[config.mk]
export PLATFORM = sky130hd
export DESIGN_NAME = rcf_reset_cause_flags
export DESIGN_NICKNAME = d
export VERILOG_FILES = /design/src/rcf_pkg.sv /design/src/rcf_reset_cause_flags.sv
export SDC_FILE = /design/constraint.sdc
export NUM_CORES = 1
export LEC_CHECK = 0
export BUFFER_PORTS_ARGS = -buffer_cell sky130_fd_sc_hd__buf_2
export CAP_MARGIN = 10
export CORE_MARGIN = 4
export CORE_UTILIZATION = 45
export CTS_BUF_LIST = sky130_fd_sc_hd__clkbuf_4
export DETAILED_ROUTE_END_ITERATION = 10
export PLACE_DENSITY = 0.75
export REMOVE_ABC_BUFFERS = 1
export SYNTH_ARGS = -nofsm -noshare
export SYNTH_HDL_FRONTEND = slang
export SYNTH_SLANG_ARGS = --single-unit
export TNS_END_PERCENT = 50
[constraint.sdc]
create_clock -name core_clk -period 2.5 [get_ports core_clk]
set_clock_uncertainty 0.2 [all_clocks]
set_input_delay 0.25 -clock core_clk [delete_from_list [all_inputs] [get_ports core_clk]]
set_output_delay 0.25 -clock core_clk [all_outputs]
set_load 0.02 [all_outputs]
[src/rcf_pkg.sv]
// Constants and types for the reset-cause flag block
package rcf_pkg;
    // Bus geometry
    localparam int ADDR_W = 5;
    localparam int DATA_W = 32;
    localparam int STRB_W = 4;
    localparam int FLAG_W = 8;
    localparam int SYNC_N = 3;

    // Register byte offsets
    localparam logic [ADDR_W-1:0] OFF_FLAGS = 5'h00;
    localparam logic [ADDR_W-1:0] OFF_STAT = 5'h04;
    localparam logic [ADDR_W-1:0] OFF_MASK = 5'h08;
    localparam logic [ADDR_W-1:0] OFF_ENAB = 5'h0C;

    // Bit positions in the flag register
    localparam int BIT_PIN = 0;
    localparam int BIT_PWR = 1;
    localparam int BIT_CLK = 2;
    localparam int BIT_WDT = 3;
    localparam int BIT_SOFT = 4;
    localparam int BIT_CMP = 5;
    localparam int N_CAUSE = 6;

    // Reset values and field masks
    localparam logic [FLAG_W-1:0] FLAGS_POR = 8'h02;
    localparam logic [FLAG_W-1:0] ENAB_POR = 8'h00;
    localparam logic [FLAG_W-1:0] ENAB_MASK = 8'h26;
    localparam logic [FLAG_W-1:0] CAUSE_MASK = 8'h3F;
    localparam logic [FLAG_W-1:0] ZERO8 = 8'h00;
    localparam logic [SYNC_N-1:0] SYNC_IDLE = 3'h5;

    // Bus responses
    localparam logic [1:0] RESP_OKAY = 2'h0;
    localparam logic [1:0] RESP_SLVERR = 2'h2;

    typedef enum logic {RCF_RUN, RCF_HOLD} rcf_state_e;
    typedef enum logic [2:0] {SEL_FLAGS, SEL_STAT, SEL_MASK, SEL_ENAB, SEL_NONE} rcf_sel_e;
endpackage : rcf_pkg

[src/rcf_reset_cause_flags.sv]
// Reset-cause flags, reset-source enables and reset combiner with AXI4-Lite access
//
// Contract
// - bit 2 write one arms clock-loss detector
// - bit 2 reads one after clock-loss reset
// - bit 1 write one arms supply monitor
// - bit 1 set on power-on/supply reset
// - watchdog flag shows cause, ignores writes
// - bit 4 reads one after software reset
// - bit 5 arms comparator; flags its reset
// - pin flag shows pin reset, read-only
// - bit 4 write one forces reset now
// - bit 7 ignores writes, reads zero
//
// Local design decisions: the placing of the registers and the AXI4-Lite register port.
`timescale 1ns/1ns
module rcf_reset_cause_flags (
    // Clock and power-on reset
    input wire logic core_clk,
    input wire logic srst,
    // AXI4-Lite write address and data
    input wire logic [rcf_pkg::ADDR_W-1:0] awaddr,
    input wire logic awvalid,
    output logic awready,
    input wire logic [rcf_pkg::DATA_W-1:0] wdata,
    input wire logic [rcf_pkg::STRB_W-1:0] wstrb,
    input wire logic wvalid,
    output logic wready,
    // AXI4-Lite write response
    output logic [1:0] bresp,
    output logic bvalid,
    input wire logic bready,
    // AXI4-Lite read
    input wire logic [rcf_pkg::ADDR_W-1:0] araddr,
    input wire logic arvalid,
    output logic arready,
    output logic [rcf_pkg::DATA_W-1:0] rdata,
    output logic [1:0] rresp,
    output logic rvalid,
    input wire logic rready,
    // Reset requests from detectors and pins
    input wire logic supplyTrip,
    input wire logic clkLossReq,
    input wire logic wdtReq,
    input wire logic cmp0Out,
    input wire logic rstPinN,
    // Outputs to the system
    output logic sysRst,
    output logic clkLossEnable,
    output logic irq
);
    import rcf_pkg::*;

    function automatic rcf_sel_e decodeSel(input logic [ADDR_W-1:0] a);
        case ({a[ADDR_W-1:2], 2'h0})
            OFF_FLAGS: decodeSel = SEL_FLAGS;
            OFF_STAT: decodeSel = SEL_STAT;
            OFF_MASK: decodeSel = SEL_MASK;
            OFF_ENAB: decodeSel = SEL_ENAB;
            default: decodeSel = SEL_NONE;
        endcase
    endfunction : decodeSel

    // Fixed priority when several sources fire together
    function automatic logic [FLAG_W-1:0] firstCause(input logic [N_CAUSE-1:0] r);
        logic [FLAG_W-1:0] c;
        c = ZERO8;
        if (r[BIT_PWR]) begin
            c[BIT_PWR] = 1'b1;
        end else if (r[BIT_CLK]) begin
            c[BIT_CLK] = 1'b1;
        end else if (r[BIT_WDT]) begin
            c[BIT_WDT] = 1'b1;
        end else if (r[BIT_SOFT]) begin
            c[BIT_SOFT] = 1'b1;
        end else if (r[BIT_CMP]) begin
            c[BIT_CMP] = 1'b1;
        end else if (r[BIT_PIN]) begin
            c[BIT_PIN] = 1'b1;
        end
        firstCause = c;
    endfunction : firstCause

    // Write channel state
    logic awHeld;
    logic wHeld;
    logic [ADDR_W-1:0] wAddr;
    logic [DATA_W-1:0] wData;
    logic [STRB_W-1:0] wStrb;
    rcf_sel_e wSel;
    rcf_sel_e rSel;
    logic doWrite;
    logic lane0;
    logic flagWr;
    logic statWr;
    logic maskWr;

    // Block state
    rcf_state_e state;
    rcf_state_e next_state;
    logic [FLAG_W-1:0] flags;
    logic [FLAG_W-1:0] enab;
    logic [FLAG_W-1:0] pending;
    logic [FLAG_W-1:0] stat;
    logic [FLAG_W-1:0] mask;
    logic [FLAG_W-1:0] next_stat;
    logic [FLAG_W-1:0] statClr;
    logic [FLAG_W-1:0] statSet;
    logic [DATA_W-1:0] readWord;
    logic [SYNC_N-1:0] syncA;
    logic [SYNC_N-1:0] syncB;
    logic [N_CAUSE-1:0] reqVec;
    logic swReq;
    logic anyReq;
    logic enterHold;
    logic leaveHold;

    // Write decode
    assign awready = !awHeld && !bvalid;
    assign wready = !wHeld && !bvalid;
    assign doWrite = awHeld && wHeld && !bvalid;
    assign wSel = decodeSel(wAddr);
    assign rSel = decodeSel(araddr);
    // Registers are 8 bits wide, so only the low lane counts
    assign lane0 = doWrite && wStrb[0];
    assign flagWr = lane0 && (wSel == SEL_FLAGS);
    assign statWr = lane0 && (wSel == SEL_STAT);
    assign maskWr = lane0 && (wSel == SEL_MASK);

    always_ff @(posedge core_clk) begin
        if (srst) begin
            awHeld <= 1'b0;
            wAddr <= OFF_FLAGS;
        end else if (awvalid && awready) begin
            awHeld <= 1'b1;
            wAddr <= awaddr;
        end else if (doWrite) begin
            awHeld <= 1'b0;
        end
    end

    always_ff @(posedge core_clk) begin
        if (srst) begin
            wHeld <= 1'b0;
            wData <= '0;
            wStrb <= '0;
        end else if (wvalid && wready) begin
            wHeld <= 1'b1;
            wData <= wdata;
            wStrb <= wstrb;
        end else if (doWrite) begin
            wHeld <= 1'b0;
        end
    end

    always_ff @(posedge core_clk) begin
        if (srst) begin
            bvalid <= 1'b0;
            bresp <= RESP_OKAY;
        end else if (doWrite) begin
            bvalid <= 1'b1;
            bresp <= (wSel == SEL_NONE) ? RESP_SLVERR : RESP_OKAY;
        end else if (bready) begin
            bvalid <= 1'b0;
        end
    end

    // Read path; the cause register shows flags, never enables
    // bit seven zero
    assign readWord = (rSel == SEL_FLAGS) ? {24'h000000, flags & CAUSE_MASK} :
                      (rSel == SEL_STAT) ? {24'h000000, stat} :
                      (rSel == SEL_MASK) ? {24'h000000, mask} :
                      (rSel == SEL_ENAB) ? {24'h000000, enab} : 32'h00000000;
    assign arready = !rvalid;

    always_ff @(posedge core_clk) begin
        if (srst) begin
            rvalid <= 1'b0;
            rdata <= 32'h00000000;
            rresp <= RESP_OKAY;
        end else if (arvalid && arready) begin
            rvalid <= 1'b1;
            rdata <= readWord;
            rresp <= (rSel == SEL_NONE) ? RESP_SLVERR : RESP_OKAY;
        end else if (rready) begin
            rvalid <= 1'b0;
        end
    end

    // Pin, comparator and supply levels come from outside the clock
    always_ff @(posedge core_clk) begin
        if (srst) begin
            syncA <= SYNC_IDLE;
            syncB <= SYNC_IDLE;
        end else begin
            syncA <= {rstPinN, supplyTrip, cmp0Out};
            syncB <= syncA;
        end
    end

    assign swReq = flagWr && wData[BIT_SOFT];
    assign reqVec[BIT_PIN] = !syncB[2];
    assign reqVec[BIT_PWR] = enab[BIT_PWR] && syncB[1];
    assign reqVec[BIT_CLK] = enab[BIT_CLK] && clkLossReq;
    assign reqVec[BIT_WDT] = wdtReq;
    assign reqVec[BIT_SOFT] = swReq;
    assign reqVec[BIT_CMP] = enab[BIT_CMP] && !syncB[0];
    assign anyReq = |reqVec;
    assign enterHold = (state == RCF_RUN) && anyReq;
    assign leaveHold = (state == RCF_HOLD) && !anyReq;

    always_comb begin
        case (state)
            RCF_RUN: next_state = anyReq ? RCF_HOLD : RCF_RUN;
            RCF_HOLD: next_state = anyReq ? RCF_HOLD : RCF_RUN;
            default: next_state = RCF_RUN;
        endcase
    end

    always_ff @(posedge core_clk) begin
        if (srst) begin
            state <= RCF_RUN;
            sysRst <= 1'b0;
        end else begin
            state <= next_state;
            sysRst <= (next_state == RCF_HOLD);
        end
    end

    always_ff @(posedge core_clk) begin
        if (srst) begin
            pending <= ZERO8;
            flags <= FLAGS_POR;
        end else if (enterHold) begin
            pending <= firstCause(reqVec);
        end else if (leaveHold) begin
            flags <= pending;
        end
    end

    always_ff @(posedge core_clk) begin
        if (srst) begin
            enab <= ENAB_POR;
        end else if (flagWr) begin
            enab <= wData[FLAG_W-1:0] & ENAB_MASK;
        end
    end
    assign clkLossEnable = enab[BIT_CLK];

    // Sticky cause events; a set in the clear cycle wins
    assign statClr = statWr ? wData[FLAG_W-1:0] : ZERO8;
    assign statSet = leaveHold ? pending : ZERO8;
    assign next_stat = ((stat & ~statClr) | statSet) & CAUSE_MASK;

    always_ff @(posedge core_clk) begin
        if (srst) begin
            stat <= ZERO8;
            mask <= ZERO8;
            irq <= 1'b0;
        end else begin
            stat <= next_stat;
            irq <= |(next_stat & (maskWr ? wData[FLAG_W-1:0] : mask));
            if (maskWr) begin
                mask <= wData[FLAG_W-1:0] & CAUSE_MASK;
            end
        end
    end
endmodule : rcf_reset_cause_flags

==> flow_metrics.env <==
export IMPL_ir_drop_uv=359.9
export IMPL_critical_path_class="in -> reg"
export IMPL_n_antenna_cell=0
export IMPL_port_buffers=40
export IMPL_root_buffer="clkbuf_4"
export IMPL_yosys_warnings=0
export IMPL_placed_area_um2=2665
export IMPL_run_status="finished, final reports clean"
export IMPL_core_um2=5473
export IMPL_yosys_register_bits=57
export IMPL_setup_violations=0
export IMPL_initial_utilization_pct=46.25
export IMPL_numCtsBuffers=9
export IMPL_yosys_area_share_adder_pct=0
export IMPL_grt_use_total_pct=15.86
export IMPL_synthXorXnorAreaFrac_pct=0
export IMPL_yosys_area_share_simple_pct=18.64
export IMPL_synth_top_family_by_area="simple AND/OR/NAND/NOR gates"
export IMPL_hpwl_um=3513
export IMPL_cts_resized=0
export IMPL_fin_crit_ns=2.295
export IMPL_ys_types=35
export IMPL_routed_via_density=5.029
export IMPL_syn_area_um2=2531
export IMPL_grt_antenna_before_repair=0
export IMPL_layout_common_cells="57 x dfxtp_1, 50 x nor2_1, 40 x buf_2"
export IMPL_cts_buffer_depth=2
export IMPL_clk_latency_ns=0.40
export IMPL_gp_congestion=0.8571
export IMPL_die_x_um=83
export IMPL_dpl_cell_count=377
export IMPL_cts_tree="done"
export IMPL_fin_nets=392
export IMPL_cp_max_fo=11
export IMPL_fp_row_count=27
export IMPL_required_ns=2.59
export IMPL_period_share_pct=91.79
export IMPL_relSlewSlack_pct=66.21
export IMPL_vias=2067
export IMPL_drv_slew=0
export IMPL_crit_chain="dlygate4sd3_1, buf_2, a221o_1, a41oi_2, and2_1, mux2i_1, nor2_1"
export IMPL_cellPowerDensity_nw_per_um2=671.0
export IMPL_synthToLayoutAreaGrowth_pct=19.38
export IMPL_cp_slowest_stage_delay_ns=0.53
export IMPL_ant_nets=0
export IMPL_stdcell_count=411
export IMPL_h_tree_depth=3
export IMPL_crit_path_start_kind="primary input"
export IMPL_cp_arrival_ns=2.38
export IMPL_synth_compound_area_share_pct=12.11
export IMPL_cp_slowest_cell="dlygate4sd3_1"
export IMPL_drt_iter0_markers=123
export IMPL_dr_pass1_iters=4
export IMPL_reg2reg_slack_ns=0.28
export IMPL_final_common_cell="dfxtp_1"
export IMPL_die_area_um2=6889
export IMPL_fmax_mhz=435.8
export IMPL_fin_hold_ws_ns=0.03405
export IMPL_hp_class="in -> reg"
export IMPL_clkSinkCount=57
export IMPL_worst_pin_slew_ns=0.5069
export IMPL_grt_pass1_wl_um=8763
export IMPL_grt_ovfl_total=0
export IMPL_grt_pass1_vias=1968
export IMPL_grt_max_degree=58
export IMPL_syn_inst=280
export IMPL_timing_max_cap_violations=0
export IMPL_final_util_pct=55.21
export IMPL_fin_area_um2=3022
export IMPL_clkTransAtPathRegs_ns=0.09
export IMPL_p_leak_uw=0.001315
export IMPL_io_pins=102
export IMPL_yosysTopAreaCell="dfxtp_1"
export IMPL_hold_viol=0
export IMPL_wire_per_inst_um=12.99
export IMPL_die_h_um=83
export IMPL_synth_top_area_share_pct=45.08
export IMPL_finalWirelength_um=5339
export IMPL_drive_gt1_share_pct=20.94
export IMPL_ys_seq_area_share_pct=45.08
export IMPL_crit_path_end_kind="flip-flop"
export IMPL_fin_setup_tns_ns=0
export IMPL_synth_mux_area_share_pct=12.01
export IMPL_rsz0062_at_grt="no"
export IMPL_avgSynthCellArea_um2=9.040
export IMPL_route_detailed_drc=0
export IMPL_synthTopCellsByArea="dfxtp_1 45%, mux2i_1 11%, buf_4 8.9%"
==> power by group <==
group / internal [uW] / switching [uW] / total (uW)
combinational: 88.0 / 140 / 228
clock: 498 / 336 / 834
sequential: 938 / 27.5 / 965
total: 1520 / 504 / 2030
==> area by class of cell <==
cell class                      instances  area, um^2
Sequential cell                        57        1141
Clock inverter                          7       108.9
Tap cell                               72       90.09
Timing Repair Buffer                   60       407.9
Clock buffer                            9       67.56
Fill cell                             518        2451
Inverter                                5       18.77
Multi-Input combinational cell        201        1187
==> worst max-delay path, delay by kind of cell <==
kind | cells | cell delay, ns
AO/OA/AOI/OAI | 2 | 0.74
buffers and inverters | 2 | 0.66
multiplexers | 1 | 0.23
AND/OR/NAND/NOR | 2 | 0.51
==> sequential cells by signal, summed over array words and instances (netlist names) <==
register,cells
irq,1
rvalid,1
flags,6
rdata,6
wStrb,1
rresp,1
awHeld,1
syncB,3
mask,6
stat,6
wData,6
state,1
wHeld,1
pending,6
wAddr,3
syncA,3
enab,3
bvalid,1
bresp,1
==> Yosys cell counts <==
| cell | number |
|---|---|
| a22oi_1 | 7 |
| clkbuf_1 | 13 |
| buf_6 | 1 |
| nand2_1 | 11 |
| and4bb_2 | 1 |
| a32oi_1 | 6 |
| o22ai_1 | 3 |
| or3b_2 | 1 |
| nor3_1 | 2 |
| mux2_2 | 3 |
| nor2_1 | 50 |
| or2_2 | 5 |
| or3_1 | 2 |
| o21ai_0 | 11 |
| o31a_1 | 1 |
| nand3_1 | 7 |
| a221o_1 | 1 |
| and3b_2 | 1 |
| nand4_1 | 1 |
| a21oi_1 | 11 |
| conb_1 | 1 |
| and3_1 | 3 |
| nor2b_1 | 5 |
| dfxtp_1 | 57 |
| mux2i_1 | 27 |
| nor3b_4 | 1 |
| and2_1 | 3 |
| a21o_1 | 1 |
| o211ai_1 | 3 |
| buf_4 | 30 |
| nand3_2 | 1 |
| a211oi_1 | 1 |
| inv_1 | 5 |
| nand2b_1 | 3 |
| a41oi_2 | 1 |
==> kinds of logic after synthesis <==
logic type,after synthesis
other,1
multiplexers,30
buffers and inverters,49
AND/OR/NAND/NOR,97
flip-flops,57
AO/OA/AOI/OAI,46
==> through the flow <==
step | power [uW] | setup WS, ns
global placement | 1183 | 0.2944
finish | 2028 | 0.2053
global route | 2112 | 0.1217
CTS | 2038 | 0.2593
detailed placement | 1188 | 0.3192
floorplan | 1112 | 0.4097
==> per-layer routing <==
layer,share of wire (%),vias up,track usage (%)
met3,6.1,14,6.349
met1,42,971,18.15
met2,49,63,26.02
li1,-,1019,-
met4,2.5,0,6.984
met5,0,-,0
==> timing repair <==
action	in CTS	in global routing
hold buffers	18	0
setup buffers	0	0
hold endpoints to repair	17	0
==> final timing paths <==
| check | startpoint | to | cells past startpoint |
|---|---|---|---|
| max | wdtReq | flags[2] | 7 |
| min | clkLossReq | pending[2] | 4 |
| max reg2reg | enab[2] | flags[2] | 5 |
| min reg2reg | syncA[0] | syncB[0] | 1 |
Power figures use the tool's default switching activity.
